==> config.mk <==
export PLATFORM = sky130hd
export DESIGN_NAME = awdt_top
export DESIGN_NICKNAME = d
export VERILOG_FILES = /design/src/design/awdt_pkg.sv /design/src/design/awdt_top.sv
export VERILOG_INCLUDE_DIRS = /design/src /design/src/design
export SDC_FILE = /design/constraint.sdc
export NUM_CORES = 1
export LEC_CHECK = 0
export BUFFER_PORTS_ARGS = -buffer_cell sky130_fd_sc_hd__buf_2
export CORE_UTILIZATION = 50
export CTS_BUF_LIST = sky130_fd_sc_hd__clkbuf_4 sky130_fd_sc_hd__clkbuf_8 sky130_fd_sc_hd__clkbuf_16
export CTS_CLUSTER_DIAMETER = 200
export DETAILED_ROUTE_END_ITERATION = 7
export PLACE_DENSITY = 0.79
export SLEW_MARGIN = 30
export SYNTH_ARGS = -nofsm -noshare
export SYNTH_HDL_FRONTEND = slang
export SYNTH_SLANG_ARGS = --single-unit
==> constraint.sdc <==
create_clock -name pclk -period 3.7 [get_ports pclk]
set_input_delay 0.555 -clock pclk [delete_from_list [all_inputs] [get_ports pclk]]
set_output_delay 0.555 -clock pclk [all_outputs]
set_load 0.02 [all_outputs]
==> src/design/awdt_regs.svh <==
`ifndef AWDT_REGS_SVH
`define AWDT_REGS_SVH

// ------------------------------------------------------------
// Register indices (byte address = 4 * index)
// ------------------------------------------------------------
`define AWDT_IDX_CH5_HYST 10'h034
`define AWDT_IDX_CH5_UPPER 10'h035
`define AWDT_IDX_CH5_LOWER_NIB 10'h036
`define AWDT_IDX_CH5_LOWER 10'h037
`define AWDT_IDX_CH6_HYST 10'h038
`define AWDT_IDX_CH6_UPPER 10'h039
`define AWDT_IDX_CH6_LOWER_NIB 10'h03a
`define AWDT_IDX_CH6_LOWER 10'h03b
`define AWDT_IDX_EVT_STATUS 10'h040
`define AWDT_IDX_EVT_CLEAR 10'h041
`define AWDT_IDX_EVT_ENABLE 10'h042
`define AWDT_IDX_LIVE 10'h043
`define AWDT_IDX_LAST_CH5 10'h044
`define AWDT_IDX_LAST_CH6 10'h045

// ------------------------------------------------------------
// Reset values
// ------------------------------------------------------------
`define AWDT_RST_HYST 8'hf0
`define AWDT_RST_UPPER 8'hff
`define AWDT_RST_ZERO 8'h00
`define AWDT_RST_EVT 4'h0

// ------------------------------------------------------------
// Field positions and widths
// ------------------------------------------------------------
`define AWDT_NIB_MSB 7
`define AWDT_NIB_LSB 4
`define AWDT_CFG_MSB 3
`define AWDT_CFG_LSB 0
`define AWDT_HYST_SHIFT 3
`define AWDT_CODE_W 12
`define AWDT_ADDR_W 12
`define AWDT_NUM_CFG 8
`define AWDT_NUM_DET 4

`endif

==> src/design/awdt_pkg.sv <==
`include "awdt_regs.svh"

package awdt_pkg;

    // ------------------------------------------------------------
    // Bus request carried from the APB master
    // ------------------------------------------------------------
    typedef struct packed {
        logic [`AWDT_ADDR_W-1:0] paddr;
        logic pwrite;
        logic [31:0] pwdata;
        logic [3:0] pstrb;
    } awdt_apb_req_t;

    // ------------------------------------------------------------
    // Conversion result from the converter
    // ------------------------------------------------------------
    typedef struct packed {
        logic valid;
        logic chan;
        logic [`AWDT_CODE_W-1:0] code;
    } awdt_sample_t;

    // ------------------------------------------------------------
    // Assembled window settings of one channel
    // ------------------------------------------------------------
    typedef struct packed {
        logic [`AWDT_CODE_W-1:0] upper;
        logic [`AWDT_CODE_W-1:0] lower;
        logic [6:0] hyst;
        logic [3:0] debounce;
    } awdt_thresh_t;

    typedef enum logic [1:0] {
        AWDT_WATCH = 2'b01,
        AWDT_TRIPPED = 2'b10
    } awdt_det_state_t;

endpackage

==> src/design/awdt_top.sv <==
`timescale 1ns/1ps
`include "awdt_regs.svh"

// Overview of operation
// - The top byte of each high and low threshold is compared with result bits 11 to 4.
// - The high threshold's low nibble is bits 7-4 of the hysteresis register, set against result bits 3-0.
// - The low threshold's low nibble is bits 7-4 of the event-count register, set against result bits 3-0.
// - Hysteresis is the 4-bit field shifted left three places and applies to both thresholds.
// - An event flag is set only after n+1 consecutive qualifying samples, n being the count field.
// - After reset the upper byte reads all ones and the hysteresis register reads 0xF0.
// - After reset the lower byte and the nibble-plus-count register read zero.
module awdt_top (
    input wire logic pclk,
    input wire logic presetn,
    input wire logic psel,
    input wire logic penable,
    input wire awdt_pkg::awdt_apb_req_t apb_req,
    output logic pready,
    output logic [31:0] prdata,
    output logic pslverr,
    input wire awdt_pkg::awdt_sample_t sample,
    output logic [`AWDT_NUM_DET-1:0] event_flags,
    output logic irq
);
    import awdt_pkg::*;

    // ------------------------------------------------------------
    // Declarations
    // ------------------------------------------------------------
    logic [7:0] cfg_r [0:`AWDT_NUM_CFG-1];
    logic [`AWDT_NUM_DET-1:0] stat_r;
    logic [`AWDT_NUM_DET-1:0] en_r;
    logic [`AWDT_NUM_DET-1:0] det_fire;
    logic [`AWDT_NUM_DET-1:0] det_trip;
    logic [3:0] det_cnt [0:`AWDT_NUM_DET-1];
    logic [`AWDT_CODE_W-1:0] last_r [0:1];
    logic [31:0] prdata_r;
    logic [31:0] rd_nxt;
    logic pslverr_r;
    logic err_nxt;
    logic [9:0] idx;
    logic [9:0] cfg_off;
    logic aligned;
    logic setup_ph;
    logic wr_acc;
    logic hit_cfg;
    logic [2:0] cfg_sel;
    awdt_thresh_t th [0:1];

    // ------------------------------------------------------------
    // Address decode
    // ------------------------------------------------------------
    assign idx = apb_req.paddr[`AWDT_ADDR_W-1:2];
    assign aligned = (apb_req.paddr[1:0] == 2'b00);
    assign cfg_off = idx - `AWDT_IDX_CH5_HYST;
    assign hit_cfg = aligned && (idx >= `AWDT_IDX_CH5_HYST) && (idx <= `AWDT_IDX_CH6_LOWER);
    assign cfg_sel = cfg_off[2:0];
    assign setup_ph = psel & ~penable;
    assign wr_acc = psel & penable & apb_req.pwrite & apb_req.pstrb[0] & aligned;

    // ------------------------------------------------------------
    // Threshold registers
    // ------------------------------------------------------------
    for (genvar k = 0; k < `AWDT_NUM_CFG; k++) begin : g_cfg
        localparam logic [7:0] RST_VAL = ((k % 4) == 0) ? `AWDT_RST_HYST :
                                         ((k % 4) == 1) ? `AWDT_RST_UPPER :
                                         `AWDT_RST_ZERO;
        always_ff @(posedge pclk or negedge presetn) begin
            if (!presetn) begin
                cfg_r[k] <= RST_VAL;
            end else if (wr_acc && hit_cfg && (cfg_sel == 3'(k))) begin
                cfg_r[k] <= apb_req.pwdata[7:0];
            end
        end
    end

    // ------------------------------------------------------------
    // Assemble per-channel window
    // ------------------------------------------------------------
    for (genvar c = 0; c < 2; c++) begin : g_th
        always_comb begin
            th[c].upper = {cfg_r[4*c+1], cfg_r[4*c][`AWDT_NIB_MSB:`AWDT_NIB_LSB]};
            th[c].lower = {cfg_r[4*c+3], cfg_r[4*c+2][`AWDT_NIB_MSB:`AWDT_NIB_LSB]};
            th[c].hyst = {cfg_r[4*c][`AWDT_CFG_MSB:`AWDT_CFG_LSB], 3'b000};
            th[c].debounce = cfg_r[4*c+2][`AWDT_CFG_MSB:`AWDT_CFG_LSB];
        end
    end

    // ------------------------------------------------------------
    // Last result per channel
    // ------------------------------------------------------------
    for (genvar c = 0; c < 2; c++) begin : g_last
        always_ff @(posedge pclk or negedge presetn) begin
            if (!presetn) begin
                last_r[c] <= 12'h000;
            end else if (sample.valid && (sample.chan == 1'(c))) begin
                last_r[c] <= sample.code;
            end
        end
    end

    // ------------------------------------------------------------
    // Window detectors: bit 2c is high side, bit 2c+1 is low side
    // ------------------------------------------------------------
    for (genvar g = 0; g < `AWDT_NUM_DET; g++) begin : g_det
        localparam int CH = g / 2;
        localparam bit IS_LOW = (g % 2) == 1;
        awdt_det_state_t st_r;
        logic [3:0] cnt_r;
        logic mine;
        logic qual;
        logic rel;
        logic [12:0] code_ext;
        logic [12:0] hyst_ext;
        logic [12:0] lim_ext;

        assign mine = sample.valid && (sample.chan == 1'(CH));
        assign code_ext = {1'b0, sample.code};
        assign hyst_ext = {6'h00, th[CH].hyst};
        assign lim_ext = IS_LOW ? {1'b0, th[CH].lower} : {1'b0, th[CH].upper};

        always_comb begin
            if (IS_LOW) begin
                qual = code_ext <= lim_ext;
                rel = code_ext > (lim_ext + hyst_ext);
            end else begin
                qual = code_ext >= lim_ext;
                rel = (code_ext + hyst_ext) < lim_ext;
            end
        end

        assign det_fire[g] = (st_r == AWDT_WATCH) && mine && qual &&
                             (cnt_r == th[CH].debounce);
        assign det_trip[g] = (st_r == AWDT_TRIPPED);
        assign det_cnt[g] = cnt_r;

        always_ff @(posedge pclk or negedge presetn) begin
            if (!presetn) begin
                st_r <= AWDT_WATCH;
                cnt_r <= 4'h0;
            end else begin
                case (st_r)
                    AWDT_WATCH: begin
                        if (mine) begin
                            if (!qual) begin
                                cnt_r <= 4'h0;
                            end else if (cnt_r == th[CH].debounce) begin
                                st_r <= AWDT_TRIPPED;
                                cnt_r <= 4'h0;
                            end else begin
                                cnt_r <= cnt_r + 4'h1;
                            end
                        end
                    end
                    AWDT_TRIPPED: begin
                        if (mine && rel) begin
                            st_r <= AWDT_WATCH;
                            cnt_r <= 4'h0;
                        end
                    end
                    default: begin
                        st_r <= AWDT_WATCH;
                        cnt_r <= 4'h0;
                    end
                endcase
            end
        end
    end

    // ------------------------------------------------------------
    // Event status, clear and enable
    // ------------------------------------------------------------
    always_ff @(posedge pclk or negedge presetn) begin
        if (!presetn) begin
            stat_r <= `AWDT_RST_EVT;
        end else if (wr_acc && (idx == `AWDT_IDX_EVT_CLEAR)) begin
            stat_r <= (stat_r & ~apb_req.pwdata[`AWDT_NUM_DET-1:0]) | det_fire;
        end else begin
            stat_r <= stat_r | det_fire;
        end
    end

    always_ff @(posedge pclk or negedge presetn) begin
        if (!presetn) begin
            en_r <= `AWDT_RST_EVT;
        end else if (wr_acc && (idx == `AWDT_IDX_EVT_ENABLE)) begin
            en_r <= apb_req.pwdata[`AWDT_NUM_DET-1:0];
        end
    end

    assign event_flags = stat_r;
    assign irq = |(stat_r & en_r);

    // ------------------------------------------------------------
    // Read mux, sampled in the setup phase
    // ------------------------------------------------------------
    always_comb begin
        rd_nxt = 32'h0000_0000;
        err_nxt = 1'b0;
        if (!aligned) begin
            err_nxt = 1'b1;
        end else if (hit_cfg) begin
            rd_nxt[7:0] = cfg_r[cfg_sel];
        end else begin
            case (idx)
                `AWDT_IDX_EVT_STATUS: begin
                    rd_nxt[`AWDT_NUM_DET-1:0] = stat_r;
                end
                `AWDT_IDX_EVT_CLEAR: begin
                    rd_nxt = 32'h0000_0000;
                end
                `AWDT_IDX_EVT_ENABLE: begin
                    rd_nxt[`AWDT_NUM_DET-1:0] = en_r;
                end
                `AWDT_IDX_LIVE: begin
                    rd_nxt[3:0] = det_trip;
                    rd_nxt[11:8] = det_cnt[0];
                    rd_nxt[15:12] = det_cnt[1];
                    rd_nxt[19:16] = det_cnt[2];
                    rd_nxt[23:20] = det_cnt[3];
                end
                `AWDT_IDX_LAST_CH5: begin
                    rd_nxt[`AWDT_CODE_W-1:0] = last_r[0];
                end
                `AWDT_IDX_LAST_CH6: begin
                    rd_nxt[`AWDT_CODE_W-1:0] = last_r[1];
                end
                default: begin
                    err_nxt = 1'b1;
                end
            endcase
        end
    end

    always_ff @(posedge pclk or negedge presetn) begin
        if (!presetn) begin
            prdata_r <= 32'h0000_0000;
            pslverr_r <= 1'b0;
        end else if (setup_ph) begin
            prdata_r <= apb_req.pwrite ? 32'h0000_0000 : rd_nxt;
            pslverr_r <= err_nxt;
        end
    end

    assign pready = 1'b1;
    assign prdata = prdata_r;
    assign pslverr = pslverr_r & psel & penable;

endmodule

# ---- After elaboration in Yosys (flattened, before gate mapping)
# Cells that the tools add are included.
dict set report totals {
  ff_bits 153
  inputBits 67
  out_inout_bits 39
  elab_cells 196
}
dict set report classes {
  addsub 9
  n_lt_le_gt_ge 11
  eq_ne 41
  muxes 55
  bitwise_logic 15
  reduce_logical 43
}
# operator count
set op_table {}
lappend op_table {{4-bit two-way mux} 17}
lappend op_table {{32-bit two-way mux} 2}
lappend op_table {{10-bit by 7-bit == test with 1-bit output, second input constant} 6}
lappend op_table {{12-bit by 7-bit adder with 13-bit output} 4}
lappend op_table {{4-bit one-hot mux with 2 select lines} 5}
lappend op_table {{2-bit two-way mux} 16}
lappend op_table {{1-bit logical AND} 31}
lappend op_table {{12-bit by 13-bit > comparator with 1-bit output} 2}
lappend op_table {{13-bit by 12-bit < comparator with 1-bit output} 2}
lappend op_table {{8-bit binary-select mux with 3-bit select} 1}
lappend op_table {{12-bit greater-or-equal comparator} 2}
lappend op_table {{12-bit <= comparator} 2}
lappend op_table {{8-bit two-way mux} 3}
lappend op_table {{4-bit one-hot mux with 5 select lines} 1}
lappend op_table {{4-bit by 1-bit adder with 4-bit output, second input constant} 4}
lappend op_table {{4-bit == test} 4}
lappend op_table {{16-bit two-way mux} 1}
lappend op_table {{2-bit by 1-bit inequality test with 1-bit output, second input constant} 8}
lappend op_table {{2-bit inequality test, second input constant} 8}
lappend op_table {{2-bit one-hot mux with 2 select lines} 4}
lappend op_table {{4-bit AND reduction} 4}
lappend op_table {{3-bit == test, second input constant} 4}
lappend op_table {{12-bit two-way mux} 1}
lappend op_table {{4-bit one-hot mux with 3 select lines} 1}
lappend op_table {{other kinds (20)} 41}

# ---- Depth between registers and ports, before layout
dict set report logic_depth {
  word_depth 8
  depth_mapped 16
  mapped_depth_nobuf 16
}

# ---- Worst setup path after synthesis
# Ideal clock, no wire load.
dict set report synth_timing {
  path_type {input to register}
  from {input sample[3] (netlist name)}
  to {register g_det[0].cnt_r[3]}
  setup_time_ps 95
  arrival_ps 3221
  t_required_ps 3605
  slack_ps 383
  path_stages 13
  n_path_buf 0
  cell_sequence {ha_1 fa_1 a21o_1 a21oi_1 nor2_1 xor2_1 ha_1 a2111oi_0 o21ai_0 a31oi_1 o211ai_2 or2_2 o31ai_1}
}
dict set report synth_between {
  elab_chain_cells 5
  elab_cells_between_ends 9
  cone_classes {1 x add/sub; 2 x order compare; 1 x eq/ne; 3 x mux; 2 x reduce/logical}
}
# element line
set synth_rtl {}
lappend synth_rtl {{start: declaration} awdt_top.sv:21} ;# input wire awdt_pkg::awdt_sample_t sample,
lappend synth_rtl {{12-bit by 7-bit adder with 13-bit output} --}
lappend synth_rtl {{13-bit by 12-bit < comparator with 1-bit output} awdt_top.sv:128} ;# rel = (code_ext + hyst_ext) < lim_ext;
lappend synth_rtl {{1-bit logical AND} awdt_top.sv:156} ;# if (mine && rel) begin
lappend synth_rtl {{2-bit by 1-bit inequality test with 1-bit output (no source line)} --}
lappend synth_rtl {{2-bit AND reduction (no source line)} --}
lappend synth_rtl {{end signal: assignment} awdt_top.sv:151} ;# cnt_r <= cnt_r + 4'h1;
lappend synth_rtl {{end: declaration} awdt_top.sv:109} ;# logic [3:0] cnt_r;
# Several ways; a longest one is shown, not always the timed one. The select of a mux whose other input is x is not followed.
# A chain may end at the register's enable or synchronous reset.

# ---- Worst setup path in the final report
dict set report layout_timing {
  from {register cfg_r[24] (netlist name)}
  to {register g_det[3].cnt_r[0]}
}
dict set report layout_between {
  elab_chain_cells 5
}
# element line
set layout_rtl {}
lappend layout_rtl {{start: declaration} awdt_top.sv:30} ;# logic [7:0] cfg_r [0:`AWDT_NUM_CFG-1];
lappend layout_rtl {{start signal: indexed assignment} awdt_top.sv:72} ;# cfg_r[k] <= apb_req.pwdata[7:0];
lappend layout_rtl {{12-bit by 7-bit adder with 13-bit output} awdt_top.sv:125} ;# rel = code_ext > (lim_ext + hyst_ext);
lappend layout_rtl {{12-bit by 13-bit > comparator with 1-bit output} awdt_top.sv:125}
lappend layout_rtl {{1-bit logical AND} awdt_top.sv:156}
lappend layout_rtl {{2-bit by 1-bit inequality test with 1-bit output (no source line)} --}
lappend layout_rtl {{2-bit AND reduction (no source line)} --}
lappend layout_rtl {{end signal: assignment} awdt_top.sv:151}
lappend layout_rtl {{end: declaration} awdt_top.sv:109}
# Every way passes these cells.

==> flow_summary_export.csv <==
group,metric,value,unit
outcome,outcome,"completed",
cts,clock_latency,440,ps
timing,max_freq,0.2872,GHz
floorplanning,die_h,142.4,um
worst_setup_path,cp_data_arrival_time,3800,ps
worst_setup_path,cp-start-kind,"flip-flop",
finish,utilization,0.5871,
synth,synth_top_family_by_area,"adder cells",
finish,nNetsFinal,1223,
placed_design,hpwlAfterDp,20020,um
placed_design,dp_cells,1289,
timing,fin_ws,218.4,ps
timing,clock_skew,8.240,ps
cts,clock_sinks,145,
drt,wirelength,27020,um
timing,period_minus_slack,3482,ps
floorplanning,core_area,19020,um^2
cts,cts_tree,"yes",
synth,synth_compound_area_frac,0.1356,
placed_design,place_congestion,0.8822,
cts,clockRootBuffer,"clkbuf_16",
drt,vias_per_cell,6.017,
drt,met2_length,11740,um
global_routing,grt_pass1_wl,42610,um
floorplanning,io_pins,106,
placed_design,place_area,10560,um^2
cts,post_cts_resized,0,
global_routing,grt_pass1_vias,7803,
synth,synthAdderAreaFrac,0.1401,
synth,synth_xor_area_frac,0.03820,
global_routing,antenna_found_initial,0,
synth,synthTopCellsByArea,"dfrtp_1 (30%), ha_1 (13%), mux2_2 (8.2%)",
synth,yosys.area_share.simple,0.1286,
cts,postCtsSetupRepairBufs,0,
drt,wl_per_cell,20.47,um
global_routing,grtUsageTotal,0.2828,
synth,synth_most_common_cell,"dfrtp_1",
synth,async_flop_share,1.000,
worst_setup_path,ff2ff_path_depth,17,
placed_design,portBuffers,69,
worst_setup_path,end_kind,"flip-flop",
floorplanning,dieArea,20280,um^2
finish,final_cell_area,11170,um^2
cts,cts_buffers,17,
timing,worst_slew_pin_slew,849.6,ps
timing,max_slew_margin,0.4305,
worst_setup_path,r2r_start,"cfg_r[24]$_DFFE_PN0P_",
synth,netlist_instances,966,
timing,setup_viol,0,
finish,diodes,0,
timing,finalCritPeriodShare,0.9410,
synth,yosysUniqueCellTypes,66,
cts,cts_max_path_buffers,2,
floorplanning,row_count,50,
drt,ant_nets,0,
cts,hold_buffers,0,
drt,vias,7942,
synth,synth_edf_count,0,
global_routing,grt_max_degree,64,
drt,drc_errors,0,
floorplanning,die_w,142.4,um
synth,yosys-top-cells-count,"dfrtp_1 (117), ha_1 (104), nand2_1 (91)",
synth,synth-main-ff-cell,"dfrtp_1",
placed_design,pre_cts_slack,-31.87,ps
drt,drtIter0Drc,684,
drt,drtPass1Iterations,5,
cts,cts_max_level,4,
timing,finalMaxSlewViolations,0,
min_path,hold_class,"in2async",
cts,clkTransAtPathRegs,60,ps
synth,synth_area,9858,um^2
power,power_leakage,5.185,nW
power,powerDensity,347.3,nW/um^2
finish,synthToLayoutAreaGrowth,13.26,%
timing,finalHoldViolCount,0,
synth,synthMuxAreaShare,0.1391,
worst_setup_path,r2r_end,"g_det[3].cnt_r[0]$_DFFE_PN0P_",
synth,yosysTopAreaCell,"dfrtp_1",
timing,grt_setup_unrepaired,"false",
power,finalPower,3.878,mW
power,peakVddDrop,0.0003639,V
worst_setup_path,required,4020,ps
drt,drt-met1-wl,12170,um
global_routing,grt.overflow.total,0,
synth,syn_area_per_cell,10.21,um^2
worst_setup_path,ff2ff_setup_slack,220,ps
floorplanning,start_util,0.5184,
drt,wl_met3,2370,um
synth,yosys_warnings,0,
drt,top_layer,"met4",
finish,final_cells,1320,
job,maxCapViolCount,0,
synth,yosysSeqAreaShare,0.3716,
worst_setup_path,cp_max_fo,6,
worst_setup_path,critical_path_class,"reg2reg",
finish,drive_gt1_frac,0.2472,
synth,synth_top_cell_area_share,0.2970,
synth,ys_ff_latch,145,
## worst max path at each step
| stage | from | endpoint | slack (ps) | cells after the start |
|---|---|---|---|---|
| after floorplan | sample[3] | g_det[0].cnt_r[3]$_DFFE_PN0P_ | 380 | 13 |
| after global placement | sample[3] | g_det[0].cnt_r[3]$_DFFE_PN0P_ | 30 | 14 |
| after detailed placement | sample[3] | g_det[0].cnt_r[3]$_DFFE_PN0P_ | -30 | 14 |
| after CTS | cfg_r[56]$_DFFE_PN0P_ | g_det[1].cnt_r[3]$_DFFE_PN0P_ | 220 | 15 |
| after global routing | cfg_r[56]$_DFFE_PN0P_ | g_det[1].cnt_r[3]$_DFFE_PN0P_ | 20 | 15 |
| final | cfg_r[24]$_DFFE_PN0P_ | g_det[3].cnt_r[0]$_DFFE_PN0P_ | 220 | 17 |
## power breakdown
part	switching [mW]	total [mW]	internal, mW
clock network	0.715	1.76	1.04
registers	0.0276	1.67	1.64
logic	0.278	0.452	0.174
total	1.02	3.88	2.86
## cell families after synthesis
| kind of cell | after synthesis |
|---|---|
| adder cells (fa/ha/maj) | 108 |
| other | 2 |
| XOR/XNOR | 43 |
| AND/OR/NAND/NOR | 253 |
| buffers and inverters | 104 |
| flip-flops | 145 |
| multiplexers | 108 |
| AO/OA/AOI/OAI | 203 |
## cell usage in the layout, fill, tap and decap left out, drive strengths merged, types with 20 or more instances in the layout
cell	n
inv	68
mux2	72
buf	94
nor2	42
xnor2	33
nand3	24
o21ai	64
mux2i	20
ha	104
clkbuf	20
a21oi	34
dfstp	28
dfrtp	117
nand2	93
## state kept, by name (all words and copies together), names as in the netlist
register,cells
pslverr_r,1
g_det.cnt_r,16
cfg_r,64
g_det.st_r,8
last_r,24
en_r,4
prdata,24
event_flags,4
## critical path, cell delays in order, from the launching register on
cell and delay (ps):
dfrtp_1 440, ha_1 240, inv_1 70, fa_1 400
nor2b_1 120, o21ai_0 80, nand2b_1 180, nand3_1 130
xnor2_1 160, ha_1 180, a21o_1 190, a211o_1 310
a31oi_1 160, o2bb2ai_1 140, buf_4 170, a21o_1 180
nand2b_1 120, o21ai_0 80
## metal layers
metal,up-vias,GRT usage
met5,-,0
met4,0,0.09960
met3,48,0.07369
met2,322,0.4340
met1,3917,0.3853
li1,3655,-
## area by class of cell
| cell class | instances | area (um^2) |
|---|---|---|
| Inverter | 66 | 247.7 |
| Sequential cell | 145 | 3664 |
| Tap cell | 260 | 325.3 |
| Timing Repair Buffer | 94 | 551.8 |
| Clock buffer | 20 | 466.7 |
| Multi-Input combinational cell | 724 | 5783 |
| Fill cell | 1632 | 7853 |
| Clock inverter | 11 | 127.6 |
## through the flow
step | hold slack, ps | TNS (ps)
after global placement | 460.5 | 0
after global routing | 135.5 | 0
after CTS | 107.4 | 0
final | 86.35 | 0
after detailed placement | 471.0 | -31.87
after floorplan | 259.4 | 0
No activity file was read; power rests on OpenSTA's default activity.
